$ cat src/hdl/port_xbar_regs.vh
`ifndef PORT_XBAR_REGS_VH
`define PORT_XBAR_REGS_VH

// ----------------------------------------------------------------
// register addresses
// ----------------------------------------------------------------
`define ADDR_PORT_ZERO_LATCH   8'h80
`define ADDR_PORT_ONE_LATCH    8'h90
`define ADDR_XBAR_ROUTE_A      8'hE1
`define ADDR_XBAR_ROUTE_B      8'hE2
`define ADDR_P0_INPUT_MODE     8'hF1
`define ADDR_P1_INPUT_MODE     8'hF2
`define ADDR_P0_OUTPUT_MODE    8'hA4
`define ADDR_P1_OUTPUT_MODE    8'hA5
`define ADDR_P0_COMPARE_VALUE  8'hD3
`define ADDR_P0_COMPARE_MASK   8'hD4
`define ADDR_P1_COMPARE_VALUE  8'hCE
`define ADDR_P1_COMPARE_MASK   8'hCF
`define ADDR_EXT_IRQ_EN_TWO    8'hE7

// ----------------------------------------------------------------
// reset values
// ----------------------------------------------------------------
`define RST_PORT_LATCH         8'hFF
`define RST_XBAR_ROUTE_A       8'h00
`define RST_XBAR_ROUTE_B       8'h00
`define RST_INPUT_MODE         8'hFF
`define RST_OUTPUT_MODE        8'h00
`define RST_COMPARE_VALUE      8'h00
`define RST_COMPARE_MASK       8'h00
`define RST_EXT_IRQ_EN_TWO     8'h00

// ----------------------------------------------------------------
// field positions and writable masks
// ----------------------------------------------------------------
`define XBAR_A_WR_MASK         8'h3F
`define XBAR_B_WR_MASK         8'hFB
`define XBAR_B_WEAK_PUD_BIT    7
`define XBAR_B_ENABLE_BIT      6
`define XBAR_B_CEX_ROUTE_HI    1
`define XBAR_B_CEX_ROUTE_LO    0
`define EXT_IRQ_ENABLE_TWO_MATCH_IRQ_EN_BIT  1
`define EXT_IRQ_ENABLE_TWO_WR_MASK           8'h02
`define READ_NONE              8'h00

`endif

$ cat src/hdl/port_pin_bank.v
`timescale 1ns/1ns
// ----------------------------------------------------------------
// eight-pin driver and receiver bank for one port
// ----------------------------------------------------------------
module port_pin_bank (
  input  wire       i_ref_clk,
  input  wire       i_rst_b,
  input  wire [7:0] i_latch,
  input  wire [7:0] i_own,
  input  wire [7:0] i_periph_dout,
  input  wire [7:0] i_input_mode,
  input  wire [7:0] i_output_mode,
  input  wire       i_xbar_en,
  input  wire       i_weak_pud,
  input  wire [7:0] i_pad_in,
  output wire [7:0] o_levels,
  output reg  [7:0] o_pad_out,
  output reg  [7:0] o_pad_oe,
  output reg  [7:0] o_pullup
);

  wire [7:0] drive_val;
  wire [7:0] digital;
  wire [7:0] nxt_oe;
  wire [7:0] nxt_out;
  wire [7:0] nxt_pullup;

  // crossbar-owned pins take the peripheral value, others the latch
  assign drive_val = (i_own & i_periph_dout) | (~i_own & i_latch);   // [RL1]
  assign digital   = i_input_mode;
  // analog pins always read as zero
  assign o_levels  = i_pad_in & digital;                              // [RL13]

  // push-pull drives both levels, open-drain only pulls low
  assign nxt_oe  = {8{i_xbar_en}} & digital &
                   (i_output_mode | ~drive_val);                      // [RL10] [RL12]
  // gated by the enable so an idle or open-drain pad never shows a stray one
  assign nxt_out = nxt_oe & i_output_mode & drive_val;                 // [RL12]
  // pull-up off while driving low, for analog and push-pull pins
  assign nxt_pullup = {8{~i_weak_pud}} & digital & ~i_output_mode &
                      ~nxt_oe;                                         // [RL11]

  // ----------------------------------------------------------------
  // registered pad controls
  // ----------------------------------------------------------------
  // pads come from flops so the pins never see decode glitches
  always @(posedge i_ref_clk or negedge i_rst_b) begin
    if (!i_rst_b) begin
      o_pad_out <= 8'h00;
      o_pad_oe  <= 8'h00;
      o_pullup  <= 8'h00;
    end else begin
      o_pad_out <= nxt_out;
      o_pad_oe  <= nxt_oe;
      o_pullup  <= nxt_pullup;
    end
  end

endmodule

$ cat src/hdl/port_crossbar_gpio_match.v
`timescale 1ns/1ns
// Contract
// [RL1] pins not given to peripherals nor analog act as plain gpio
// [RL2] both port data registers take byte writes and single-bit writes
// [RL3] a write is held in the output latch until the next write
// [RL4] an ordinary read returns the pin levels, even for routed pins
// [RL5] read-modify-write reads take the latch instead of the pins
// [RL6] match event when masked pins differ from masked compare value
// [RL7] match requests an interrupt only while its enable bit is one
// [RL8] a match event wakes the oscillator regardless of crossbar
// [RL9] match logic watches pins whatever the crossbar routing
// [RL10] crossbar disabled keeps every output driver off
// [RL11] weak pull-up on open-drain pins unless disabled, low or analog
// [RL12] latch one drives high in push-pull, floats in open-drain
// [RL13] analog-input pins read as zero, digital pins their level
// [RL14] reserved routing bits are written as zero and read as zero
// [RL15] counter-array route field selects none, one, two or three outputs
`include "port_xbar_regs.vh"

module port_crossbar_gpio_match (
  input  wire       i_ref_clk,
  input  wire       i_rst_b,
  // special function register bus
  input  wire [7:0] i_sfr_addr,
  input  wire [7:0] i_sfr_wdata,
  input  wire       i_sfr_wr,
  input  wire       i_sfr_bit_wr,
  input  wire [2:0] i_sfr_bit_sel,
  input  wire       i_sfr_bit_val,
  input  wire       i_sfr_rd,
  input  wire       i_sfr_rmw,
  output reg  [7:0] o_sfr_rdata,
  output reg        o_sfr_rd_valid,
  // priority decoder side
  input  wire [7:0] i_p0_own,
  input  wire [7:0] i_p1_own,
  input  wire [7:0] i_p0_periph_dout,
  input  wire [7:0] i_p1_periph_dout,
  output reg  [7:0] o_xbar_route_a,
  output reg  [7:0] o_xbar_route_b,
  output reg  [2:0] o_cex_route,
  // pads
  input  wire [7:0] i_p0_pad_in,
  input  wire [7:0] i_p1_pad_in,
  output wire [7:0] o_p0_pad_out,
  output wire [7:0] o_p0_pad_oe,
  output wire [7:0] o_p0_pullup,
  output wire [7:0] o_p1_pad_out,
  output wire [7:0] o_p1_pad_oe,
  output wire [7:0] o_p1_pullup,
  // match event
  output reg        o_match_event,
  output reg        o_match_irq,
  output reg        o_osc_wake
);

  // ----------------------------------------------------------------
  // helpers
  // ----------------------------------------------------------------
  // merged value for a byte or single-bit write
  function [7:0] write_merge;
    input [7:0] old_val;
    input [7:0] byte_val;
    input       bit_wr;
    input [2:0] bit_sel;
    input       bit_val;
    reg   [7:0] tmp;
    begin
      tmp = old_val;
      if (bit_wr) begin
        tmp[bit_sel] = bit_val;
      end else begin
        tmp = byte_val;
      end
      write_merge = tmp;
    end
  endfunction

  // mismatch between masked levels and masked compare value
  function mismatch;
    input [7:0] levels;
    input [7:0] cmp_val;
    input [7:0] mask;
    begin
      mismatch = ((levels & mask) != (cmp_val & mask));
    end
  endfunction

  // thermometer decode of the counter-array route field
  function [2:0] cex_decode;
    input [1:0] field;
    begin
      case (field)
        2'b00:   cex_decode = 3'b000;
        2'b01:   cex_decode = 3'b001;
        2'b10:   cex_decode = 3'b011;
        2'b11:   cex_decode = 3'b111;
        default: cex_decode = 3'b000;
      endcase
    end
  endfunction

  // ----------------------------------------------------------------
  // register storage
  // ----------------------------------------------------------------
  reg  [7:0] port_zero_latch_ff;
  reg  [7:0] port_one_latch_ff;
  reg  [7:0] route_a_ff;
  reg  [7:0] route_b_ff;
  reg  [7:0] p0_input_mode_ff;
  reg  [7:0] p1_input_mode_ff;
  reg  [7:0] p0_output_mode_ff;
  reg  [7:0] p1_output_mode_ff;
  reg  [7:0] p0_cmp_value_ff;
  reg  [7:0] p0_cmp_mask_ff;
  reg  [7:0] p1_cmp_value_ff;
  reg  [7:0] p1_cmp_mask_ff;
  reg  [7:0] ext_irq_en_two_ff;

  wire       any_wr;
  wire [7:0] p0_levels;
  wire [7:0] p1_levels;
  wire       xbar_en;
  wire       weak_pud;
  wire [7:0] p0_own;
  wire [7:0] p1_own;
  reg  [7:0] nxt_rdata;

  // bit writes only reach the bit-addressable port latches
  assign any_wr = i_sfr_wr | i_sfr_bit_wr;

  // ----------------------------------------------------------------
  // register writes
  // ----------------------------------------------------------------
  // one process holds every writable register
  always @(posedge i_ref_clk or negedge i_rst_b) begin
    if (!i_rst_b) begin
      port_zero_latch_ff <= `RST_PORT_LATCH;
      port_one_latch_ff  <= `RST_PORT_LATCH;
      route_a_ff         <= `RST_XBAR_ROUTE_A;
      route_b_ff         <= `RST_XBAR_ROUTE_B;
      p0_input_mode_ff   <= `RST_INPUT_MODE;
      p1_input_mode_ff   <= `RST_INPUT_MODE;
      p0_output_mode_ff  <= `RST_OUTPUT_MODE;
      p1_output_mode_ff  <= `RST_OUTPUT_MODE;
      p0_cmp_value_ff    <= `RST_COMPARE_VALUE;
      p0_cmp_mask_ff     <= `RST_COMPARE_MASK;
      p1_cmp_value_ff    <= `RST_COMPARE_VALUE;
      p1_cmp_mask_ff     <= `RST_COMPARE_MASK;
      ext_irq_en_two_ff  <= `RST_EXT_IRQ_EN_TWO;
    end else if (any_wr) begin
      case (i_sfr_addr)
        `ADDR_PORT_ZERO_LATCH: begin
          port_zero_latch_ff <= write_merge(port_zero_latch_ff, i_sfr_wdata,
                                            i_sfr_bit_wr, i_sfr_bit_sel,
                                            i_sfr_bit_val);              // [RL2] [RL3]
        end
        `ADDR_PORT_ONE_LATCH: begin
          port_one_latch_ff <= write_merge(port_one_latch_ff, i_sfr_wdata,
                                           i_sfr_bit_wr, i_sfr_bit_sel,
                                           i_sfr_bit_val);               // [RL2] [RL3]
        end
        `ADDR_XBAR_ROUTE_A: begin
          if (i_sfr_wr) begin
            route_a_ff <= i_sfr_wdata & `XBAR_A_WR_MASK;                 // [RL14]
          end
        end
        `ADDR_XBAR_ROUTE_B: begin
          if (i_sfr_wr) begin
            route_b_ff <= i_sfr_wdata & `XBAR_B_WR_MASK;                 // [RL14]
          end
        end
        `ADDR_P0_INPUT_MODE: begin
          if (i_sfr_wr) begin
            p0_input_mode_ff <= i_sfr_wdata;
          end
        end
        `ADDR_P1_INPUT_MODE: begin
          if (i_sfr_wr) begin
            p1_input_mode_ff <= i_sfr_wdata;
          end
        end
        `ADDR_P0_OUTPUT_MODE: begin
          if (i_sfr_wr) begin
            p0_output_mode_ff <= i_sfr_wdata;
          end
        end
        `ADDR_P1_OUTPUT_MODE: begin
          if (i_sfr_wr) begin
            p1_output_mode_ff <= i_sfr_wdata;
          end
        end
        `ADDR_P0_COMPARE_VALUE: begin
          if (i_sfr_wr) begin
            p0_cmp_value_ff <= i_sfr_wdata;
          end
        end
        `ADDR_P0_COMPARE_MASK: begin
          if (i_sfr_wr) begin
            p0_cmp_mask_ff <= i_sfr_wdata;
          end
        end
        `ADDR_P1_COMPARE_VALUE: begin
          if (i_sfr_wr) begin
            p1_cmp_value_ff <= i_sfr_wdata;
          end
        end
        `ADDR_P1_COMPARE_MASK: begin
          if (i_sfr_wr) begin
            p1_cmp_mask_ff <= i_sfr_wdata;
          end
        end
        `ADDR_EXT_IRQ_EN_TWO: begin
          if (i_sfr_wr) begin
            ext_irq_en_two_ff <= i_sfr_wdata & `EXT_IRQ_ENABLE_TWO_WR_MASK;
          end
        end
        default: begin
          port_zero_latch_ff <= port_zero_latch_ff;  // unmapped writes dropped
        end
      endcase
    end
  end

  // ----------------------------------------------------------------
  // read path
  // ----------------------------------------------------------------
  // pins for plain reads, latch for read-modify-write operands
  always @* begin
    nxt_rdata = `READ_NONE;
    case (i_sfr_addr)
      `ADDR_PORT_ZERO_LATCH:  nxt_rdata = i_sfr_rmw ? port_zero_latch_ff : p0_levels;  // [RL4] [RL5]
      `ADDR_PORT_ONE_LATCH:   nxt_rdata = i_sfr_rmw ? port_one_latch_ff : p1_levels;   // [RL4] [RL5]
      `ADDR_XBAR_ROUTE_A:     nxt_rdata = route_a_ff;                  // [RL14]
      `ADDR_XBAR_ROUTE_B:     nxt_rdata = route_b_ff;                  // [RL14]
      `ADDR_P0_INPUT_MODE:    nxt_rdata = p0_input_mode_ff;
      `ADDR_P1_INPUT_MODE:    nxt_rdata = p1_input_mode_ff;
      `ADDR_P0_OUTPUT_MODE:   nxt_rdata = p0_output_mode_ff;
      `ADDR_P1_OUTPUT_MODE:   nxt_rdata = p1_output_mode_ff;
      `ADDR_P0_COMPARE_VALUE: nxt_rdata = p0_cmp_value_ff;
      `ADDR_P0_COMPARE_MASK:  nxt_rdata = p0_cmp_mask_ff;
      `ADDR_P1_COMPARE_VALUE: nxt_rdata = p1_cmp_value_ff;
      `ADDR_P1_COMPARE_MASK:  nxt_rdata = p1_cmp_mask_ff;
      `ADDR_EXT_IRQ_EN_TWO:   nxt_rdata = ext_irq_en_two_ff;
      default:                nxt_rdata = `READ_NONE;
    endcase
  end

  // read data held until the next read strobe
  always @(posedge i_ref_clk or negedge i_rst_b) begin
    if (!i_rst_b) begin
      o_sfr_rdata    <= `READ_NONE;
      o_sfr_rd_valid <= 1'b0;
    end else begin
      o_sfr_rd_valid <= i_sfr_rd;
      if (i_sfr_rd) begin
        o_sfr_rdata <= nxt_rdata;
      end
    end
  end

  // ----------------------------------------------------------------
  // crossbar controls
  // ----------------------------------------------------------------
  assign xbar_en  = route_b_ff[`XBAR_B_ENABLE_BIT];                   // [RL10]
  assign weak_pud = route_b_ff[`XBAR_B_WEAK_PUD_BIT];                 // [RL11]
  // analog pins are never handed over, even if the decoder asks
  assign p0_own = {8{xbar_en}} & i_p0_own & p0_input_mode_ff;          // [RL1]
  assign p1_own = {8{xbar_en}} & i_p1_own & p1_input_mode_ff;          // [RL1]

  // routing values mirrored to the priority decoder
  always @(posedge i_ref_clk or negedge i_rst_b) begin
    if (!i_rst_b) begin
      o_xbar_route_a <= `RST_XBAR_ROUTE_A;
      o_xbar_route_b <= `RST_XBAR_ROUTE_B;
      o_cex_route    <= 3'b000;
    end else begin
      o_xbar_route_a <= route_a_ff;
      o_xbar_route_b <= route_b_ff;
      o_cex_route    <= cex_decode(route_b_ff[`XBAR_B_CEX_ROUTE_HI:`XBAR_B_CEX_ROUTE_LO]);  // [RL15]
    end
  end

  // ----------------------------------------------------------------
  // pin banks
  // ----------------------------------------------------------------
  port_pin_bank u_port_zero (
    .i_ref_clk     (i_ref_clk),
    .i_rst_b       (i_rst_b),
    .i_latch       (port_zero_latch_ff),
    .i_own         (p0_own),
    .i_periph_dout (i_p0_periph_dout),
    .i_input_mode  (p0_input_mode_ff),
    .i_output_mode (p0_output_mode_ff),
    .i_xbar_en     (xbar_en),
    .i_weak_pud    (weak_pud),
    .i_pad_in      (i_p0_pad_in),
    .o_levels      (p0_levels),
    .o_pad_out     (o_p0_pad_out),
    .o_pad_oe      (o_p0_pad_oe),
    .o_pullup      (o_p0_pullup)
  );

  port_pin_bank u_port_one (
    .i_ref_clk     (i_ref_clk),
    .i_rst_b       (i_rst_b),
    .i_latch       (port_one_latch_ff),
    .i_own         (p1_own),
    .i_periph_dout (i_p1_periph_dout),
    .i_input_mode  (p1_input_mode_ff),
    .i_output_mode (p1_output_mode_ff),
    .i_xbar_en     (xbar_en),
    .i_weak_pud    (weak_pud),
    .i_pad_in      (i_p1_pad_in),
    .o_levels      (p1_levels),
    .o_pad_out     (o_p1_pad_out),
    .o_pad_oe      (o_p1_pad_oe),
    .o_pullup      (o_p1_pullup)
  );

  // ----------------------------------------------------------------
  // port match
  // ----------------------------------------------------------------
  // compares pin levels, not the latch, so routed pins count too;
  // the event is a level and lasts as long as the mismatch does
  wire p0_mismatch;
  wire p1_mismatch;
  wire nxt_match;

  assign p0_mismatch = mismatch(p0_levels, p0_cmp_value_ff, p0_cmp_mask_ff);  // [RL6] [RL9]
  assign p1_mismatch = mismatch(p1_levels, p1_cmp_value_ff, p1_cmp_mask_ff);  // [RL6] [RL9]
  assign nxt_match   = p0_mismatch | p1_mismatch;                               // [RL6]

  always @(posedge i_ref_clk or negedge i_rst_b) begin
    if (!i_rst_b) begin
      o_match_event <= 1'b0;
      o_match_irq   <= 1'b0;
      o_osc_wake    <= 1'b0;
    end else begin
      o_match_event <= nxt_match;
      o_match_irq   <= nxt_match & ext_irq_en_two_ff[`EXT_IRQ_ENABLE_TWO_MATCH_IRQ_EN_BIT];  // [RL7]
      o_osc_wake    <= nxt_match;                                                // [RL8]
    end
  end

endmodule

$ cat config.mk
export PLATFORM = sky130hd
export DESIGN_NAME = port_crossbar_gpio_match
export DESIGN_NICKNAME = d
export VERILOG_FILES = /design/src/hdl/port_pin_bank.v /design/src/hdl/port_crossbar_gpio_match.v
export VERILOG_INCLUDE_DIRS = /design/src /design/src/hdl
export SDC_FILE = /design/constraint.sdc
export NUM_CORES = 1
export LEC_CHECK = 0
export BUFFER_PORTS_ARGS = -buffer_cell sky130_fd_sc_hd__buf_2
export CORE_MARGIN = 10
export CORE_UTILIZATION = 40
export DETAILED_ROUTE_END_ITERATION = 10
export SYNTH_ARGS = -nofsm -noshare
export SYNTH_HDL_FRONTEND = slang
export SYNTH_SLANG_ARGS = --single-unit
$ cat constraint.sdc
create_clock -name i_ref_clk -period 4.5 [get_ports i_ref_clk]
set_clock_uncertainty 0.1 [all_clocks]
set_input_delay 0.45 -clock i_ref_clk [delete_from_list [all_inputs] [get_ports i_ref_clk]]
set_output_delay 0.45 -clock i_ref_clk [all_outputs]
set_load 0.02 [all_outputs]
==> summary.md <==
| Metric | Value |
|---|---|
| Status | complete, no violations |
| DP HPWL | slightly below 20 mm |
| RR Startpoint | route_b_ff[7]$_DFFE_PN0P_ |
| CTS Buf Count | 17 |
| Placed insts | 1085 |
| Die W | roughly 160 um |
| Worst Path Max Fanout | 24 |
| Final net count | between 900 and 1k |
| Commonest non-fill, non-tap cell in the layout | buf_2 |
| First-pass GRT wire length | 39.4 mm |
| Vias per cell | around 5.6 |
| CTS H-tree lvls | 4 |
| WL/cell | between 20 and 25 um |
| Final Instance Count excl. Fillers | about 1.1k |
| GRT overflow | 0 |
| CTS root buffer | clkbuf_16 |
| Cell area power density | ~360 nW/um2 |
| DR iter-0 viols | around 440 |
| Setup WS post-layout | about 2.1 ns |
| Share of the clock period used by the worst path | 0.533 |
| P&R area growth vs syn | 19.0% |
| Comb power frac | 0.089 |
| Leading cell types in the layout, fill and taps excluded | buf_2, dfrtp_1, mux2_2 |
| Most used DFF post-synth | dfrtp_1 |
| DR vias | 6231 |
| GRT Util Overall | 0.198 |
| Multi-input gate area | around 3500 um2 |
| Fin crit period | 2.40 ns |
| CP max-delay cell | nor3b_1 |
| F_max | approximately 420 MHz |
| Worst setup endpoint | o_sfr_rdata[0]$_DFFE_PN0P_ |
| Vias in the first global route | roughly 6.3k |
| Post-cts sizing count | 0 |
| Hold crit path type | in -> reg |
| I/O pin total | between 150 and 200 |
| Sequential Power Share | 0.488 |
| DIE HEIGHT | between 150 and 200 um |
| Required time of the critical path | between 4 and 5 ns |
| Clock share of power | 0.423 |
| Worst path cell trace | buf_2, nor3b_1, nand3_1, a21oi_1, o41ai_4, a41o_1, o21ai_1 |
| Post-synth EDFFs | 0 |
| Crit. Startpoint | i_sfr_addr[4] |
| Total core area | 19500 um2 |
| Leakage power | between 0.004 and 0.005 uW |
| Deepest clock path buffer count | 2 |
| Synth Register Bits | between 150 and 200 |
| Pre-Repair DR Iteration Count | 8 |
| Synth Cell Area | roughly 8000 um2 |
| Slew Viols, Final | 0 |
| VDD IR max | 253 uV |
| Net Sw Frac | 0.282 |
| # diodes | 0 |
| Sequential area share after synthesis | 0.535 |
| Reg2reg path depth | 5 |
| Gp weighted congestion | between 0.9 and 1 |
| RSZ-0062 raised after global routing | false |
| Data arrival, critical path | 2.67 ns |
| Setup TNS | 0 ns |
| Hold slack | around 0.16 ns |
| Int Pwr | 2440 uW |
| Slew headroom | 0.317 |
| R2R Setup Slk | between 2 and 2.5 ns |
| Slowest cell delay on critical path | ~0.89 ns |
| Final hold vios | 0 |
| RR Endpoint | o_sfr_rdata[7]$_DFFE_PN0P_ |
| Worst Setup End Kind | flip-flop |
| Element type at the critical path start | input port |
| IO buf count | between 100 and 150 |
| Pin count of the biggest net entering global routing | slightly below 100 |
| Fraction of registers with async set/reset | 1.00 |
| Worst setup path class | in -> reg |
| Detailed-route DRC error count | 0 |
| Switching power | about 950 uW |
| Detail Route Antenna Nets | 0 |
| Synthesis Warnings | 0 |
| Synthesized area per cell | approximately 11 um2 |
| Initial Util | 0.408 |
| TritonCTS Sinks | around 170 |
| Max_cap viols | 0 |
| # fillers | between 1.5k and 2k |
| Finish-stage setup viols | 0 |
| Synth unique cells | 65 |
| Register area | approximately 4300 um2 |
| Worst-path clk slew | approximately 0.070 ns |
| Share of layout cells above drive strength 1 | 0.368 |
| Mapped Cells | 707 |
| Initial antenna violation count | 0 |
| Slew @ Worst Pin | about 1.0 ns |
| Routed WL | around 26 mm |
| Die area | 26000 um2 |
| Worst-Skew Late Latency | 0.43 ns |
| CTS tree | yes |
| Pre-CTS WS | 1.72 ns |
| Cell Rows | a little over 50 |
cell families (layout without fill, tap and decap cells):
| group | Yosys count | after routing | synth area share |
|---|---|---|---|
| AOI/OAI and AO/OA | 145 | 145 | 0.130 |
| xor gates and xnor gates | 16 | 16 | 0.0176 |
| buffers and inverters | 55 | 199 | 0.0309 |
| DFF | 169 | 169 | 0.535 |
| muxes | 105 | 105 | 0.145 |
| other | 1 | 3 | 0.000470 |
| and+or+nand+nor | 216 | 216 | 0.141 |
metal layers:
layer  up-vias  global-route usage  wire [um]
met5         -                   0          0
met4         0              0.0687        606
met3        39              0.0592       2050
met2       240               0.309      11800
met1      3106               0.257      11400
li1       2846                   -          -
worst min path at each step:
stage,endpoint,depth (start not counted),slack (ns),from
after CTS,o_sfr_rd_valid$_DFF_PN0_,1,0.14,i_sfr_rd
final,o_sfr_rd_valid$_DFF_PN0_,1,0.16,i_sfr_rd
after detailed placement,o_xbar_route_b[4]$_DFF_PN0_,0,0.30,route_b_ff[4]$_DFFE_PN0P_
after floorplan,ext_irq_en_two_ff[1]$_DFFE_PN0P_,0,0.05,i_rst_b
after global routing,o_sfr_rd_valid$_DFF_PN0_,1,0.15,i_sfr_rd
after global placement,o_xbar_route_a[4]$_DFF_PN0_,0,0.29,route_a_ff[4]$_DFFE_PN0P_
power by group through the flow:
stage | registers [uW] | logic, uW | clock network, uW
2_1_floorplan | 1670 | 156 | 0
3_3_place_gp | 1680 | 300 | 0
3_5_place_dp | 1680 | 302 | 0
4_1_cts | 1650 | 303 | 1450
5_1_grt | 1660 | 331 | 1520
6_report | 1660 | 301 | 1430
cells in the mapped netlist, drive strengths merged, types with 2 or more instances:
cell / count / area share
a21oi: 22 / 0.014
nor3: 12 / 0.0096
or3: 4 / 0.0031
nor4b: 9 / 0.011
and3: 4 / 0.0031
nand2: 81 / 0.039
nand2b: 3 / 0.0024
mux2: 82 / 0.12
o22ai: 12 / 0.0094
a32oi: 5 / 0.0055
a41oi: 2 / 0.0022
dfstp: 32 / 0.11
a221o: 4 / 0.0050
nand3: 27 / 0.017
mux2i: 23 / 0.029
a22oi: 13 / 0.012
nand4: 3 / 0.0024
a211oi: 3 / 0.0028
or2: 4 / 0.0031
clkbuf: 23 / 0.011
a22o: 5 / 0.0055
nor2b: 15 / 0.012
nor2: 36 / 0.018
a31oi: 15 / 0.012
nor4: 3 / 0.0050
dfrtp: 137 / 0.43
nand3b: 2 / 0.0019
xnor2: 16 / 0.018
o21ai: 28 / 0.018
a221oi: 6 / 0.0066
inv: 14 / 0.0066
nand4b: 2 / 0.0022
o211a: 16 / 0.020
o211ai: 6 / 0.0056
and2: 5 / 0.0039
or4b: 2 / 0.0030
buf: 18 / 0.013
critical path, delay by kind of cell:
family	cells	cell delay [ns]
buf+inv	1	0.41
compound gates	4	0.74
simple gates	2	1.05
stage by stage:
stage / utilization / cell area, um2 / total power [uW]
floorplan: - / 7980 / 1820
global placement: 0.456 / 8900 / 1980
detailed placement: 0.456 / 8900 / 1980
CTS: 0.486 / 9490 / 3410
global route: 0.486 / 9490 / 3510
finish: 0.486 / 9490 / 3390
cell type report:
cell class	instances	area share
clock inverter	15	0.0157
timing repair buffer	153	0.0840
sequential	169	0.450
tap	265	0.0349
multi-input combinational	485	0.365
clock buffer	17	0.0448
inverter	14	0.00554
timing repair:
item                                   CTS  global route
hold buffers                             1             0
endpoints found under the hold margin   51             0
buffers inserted                         0             0
Note: power is estimated with default switching activity, not from simulation.
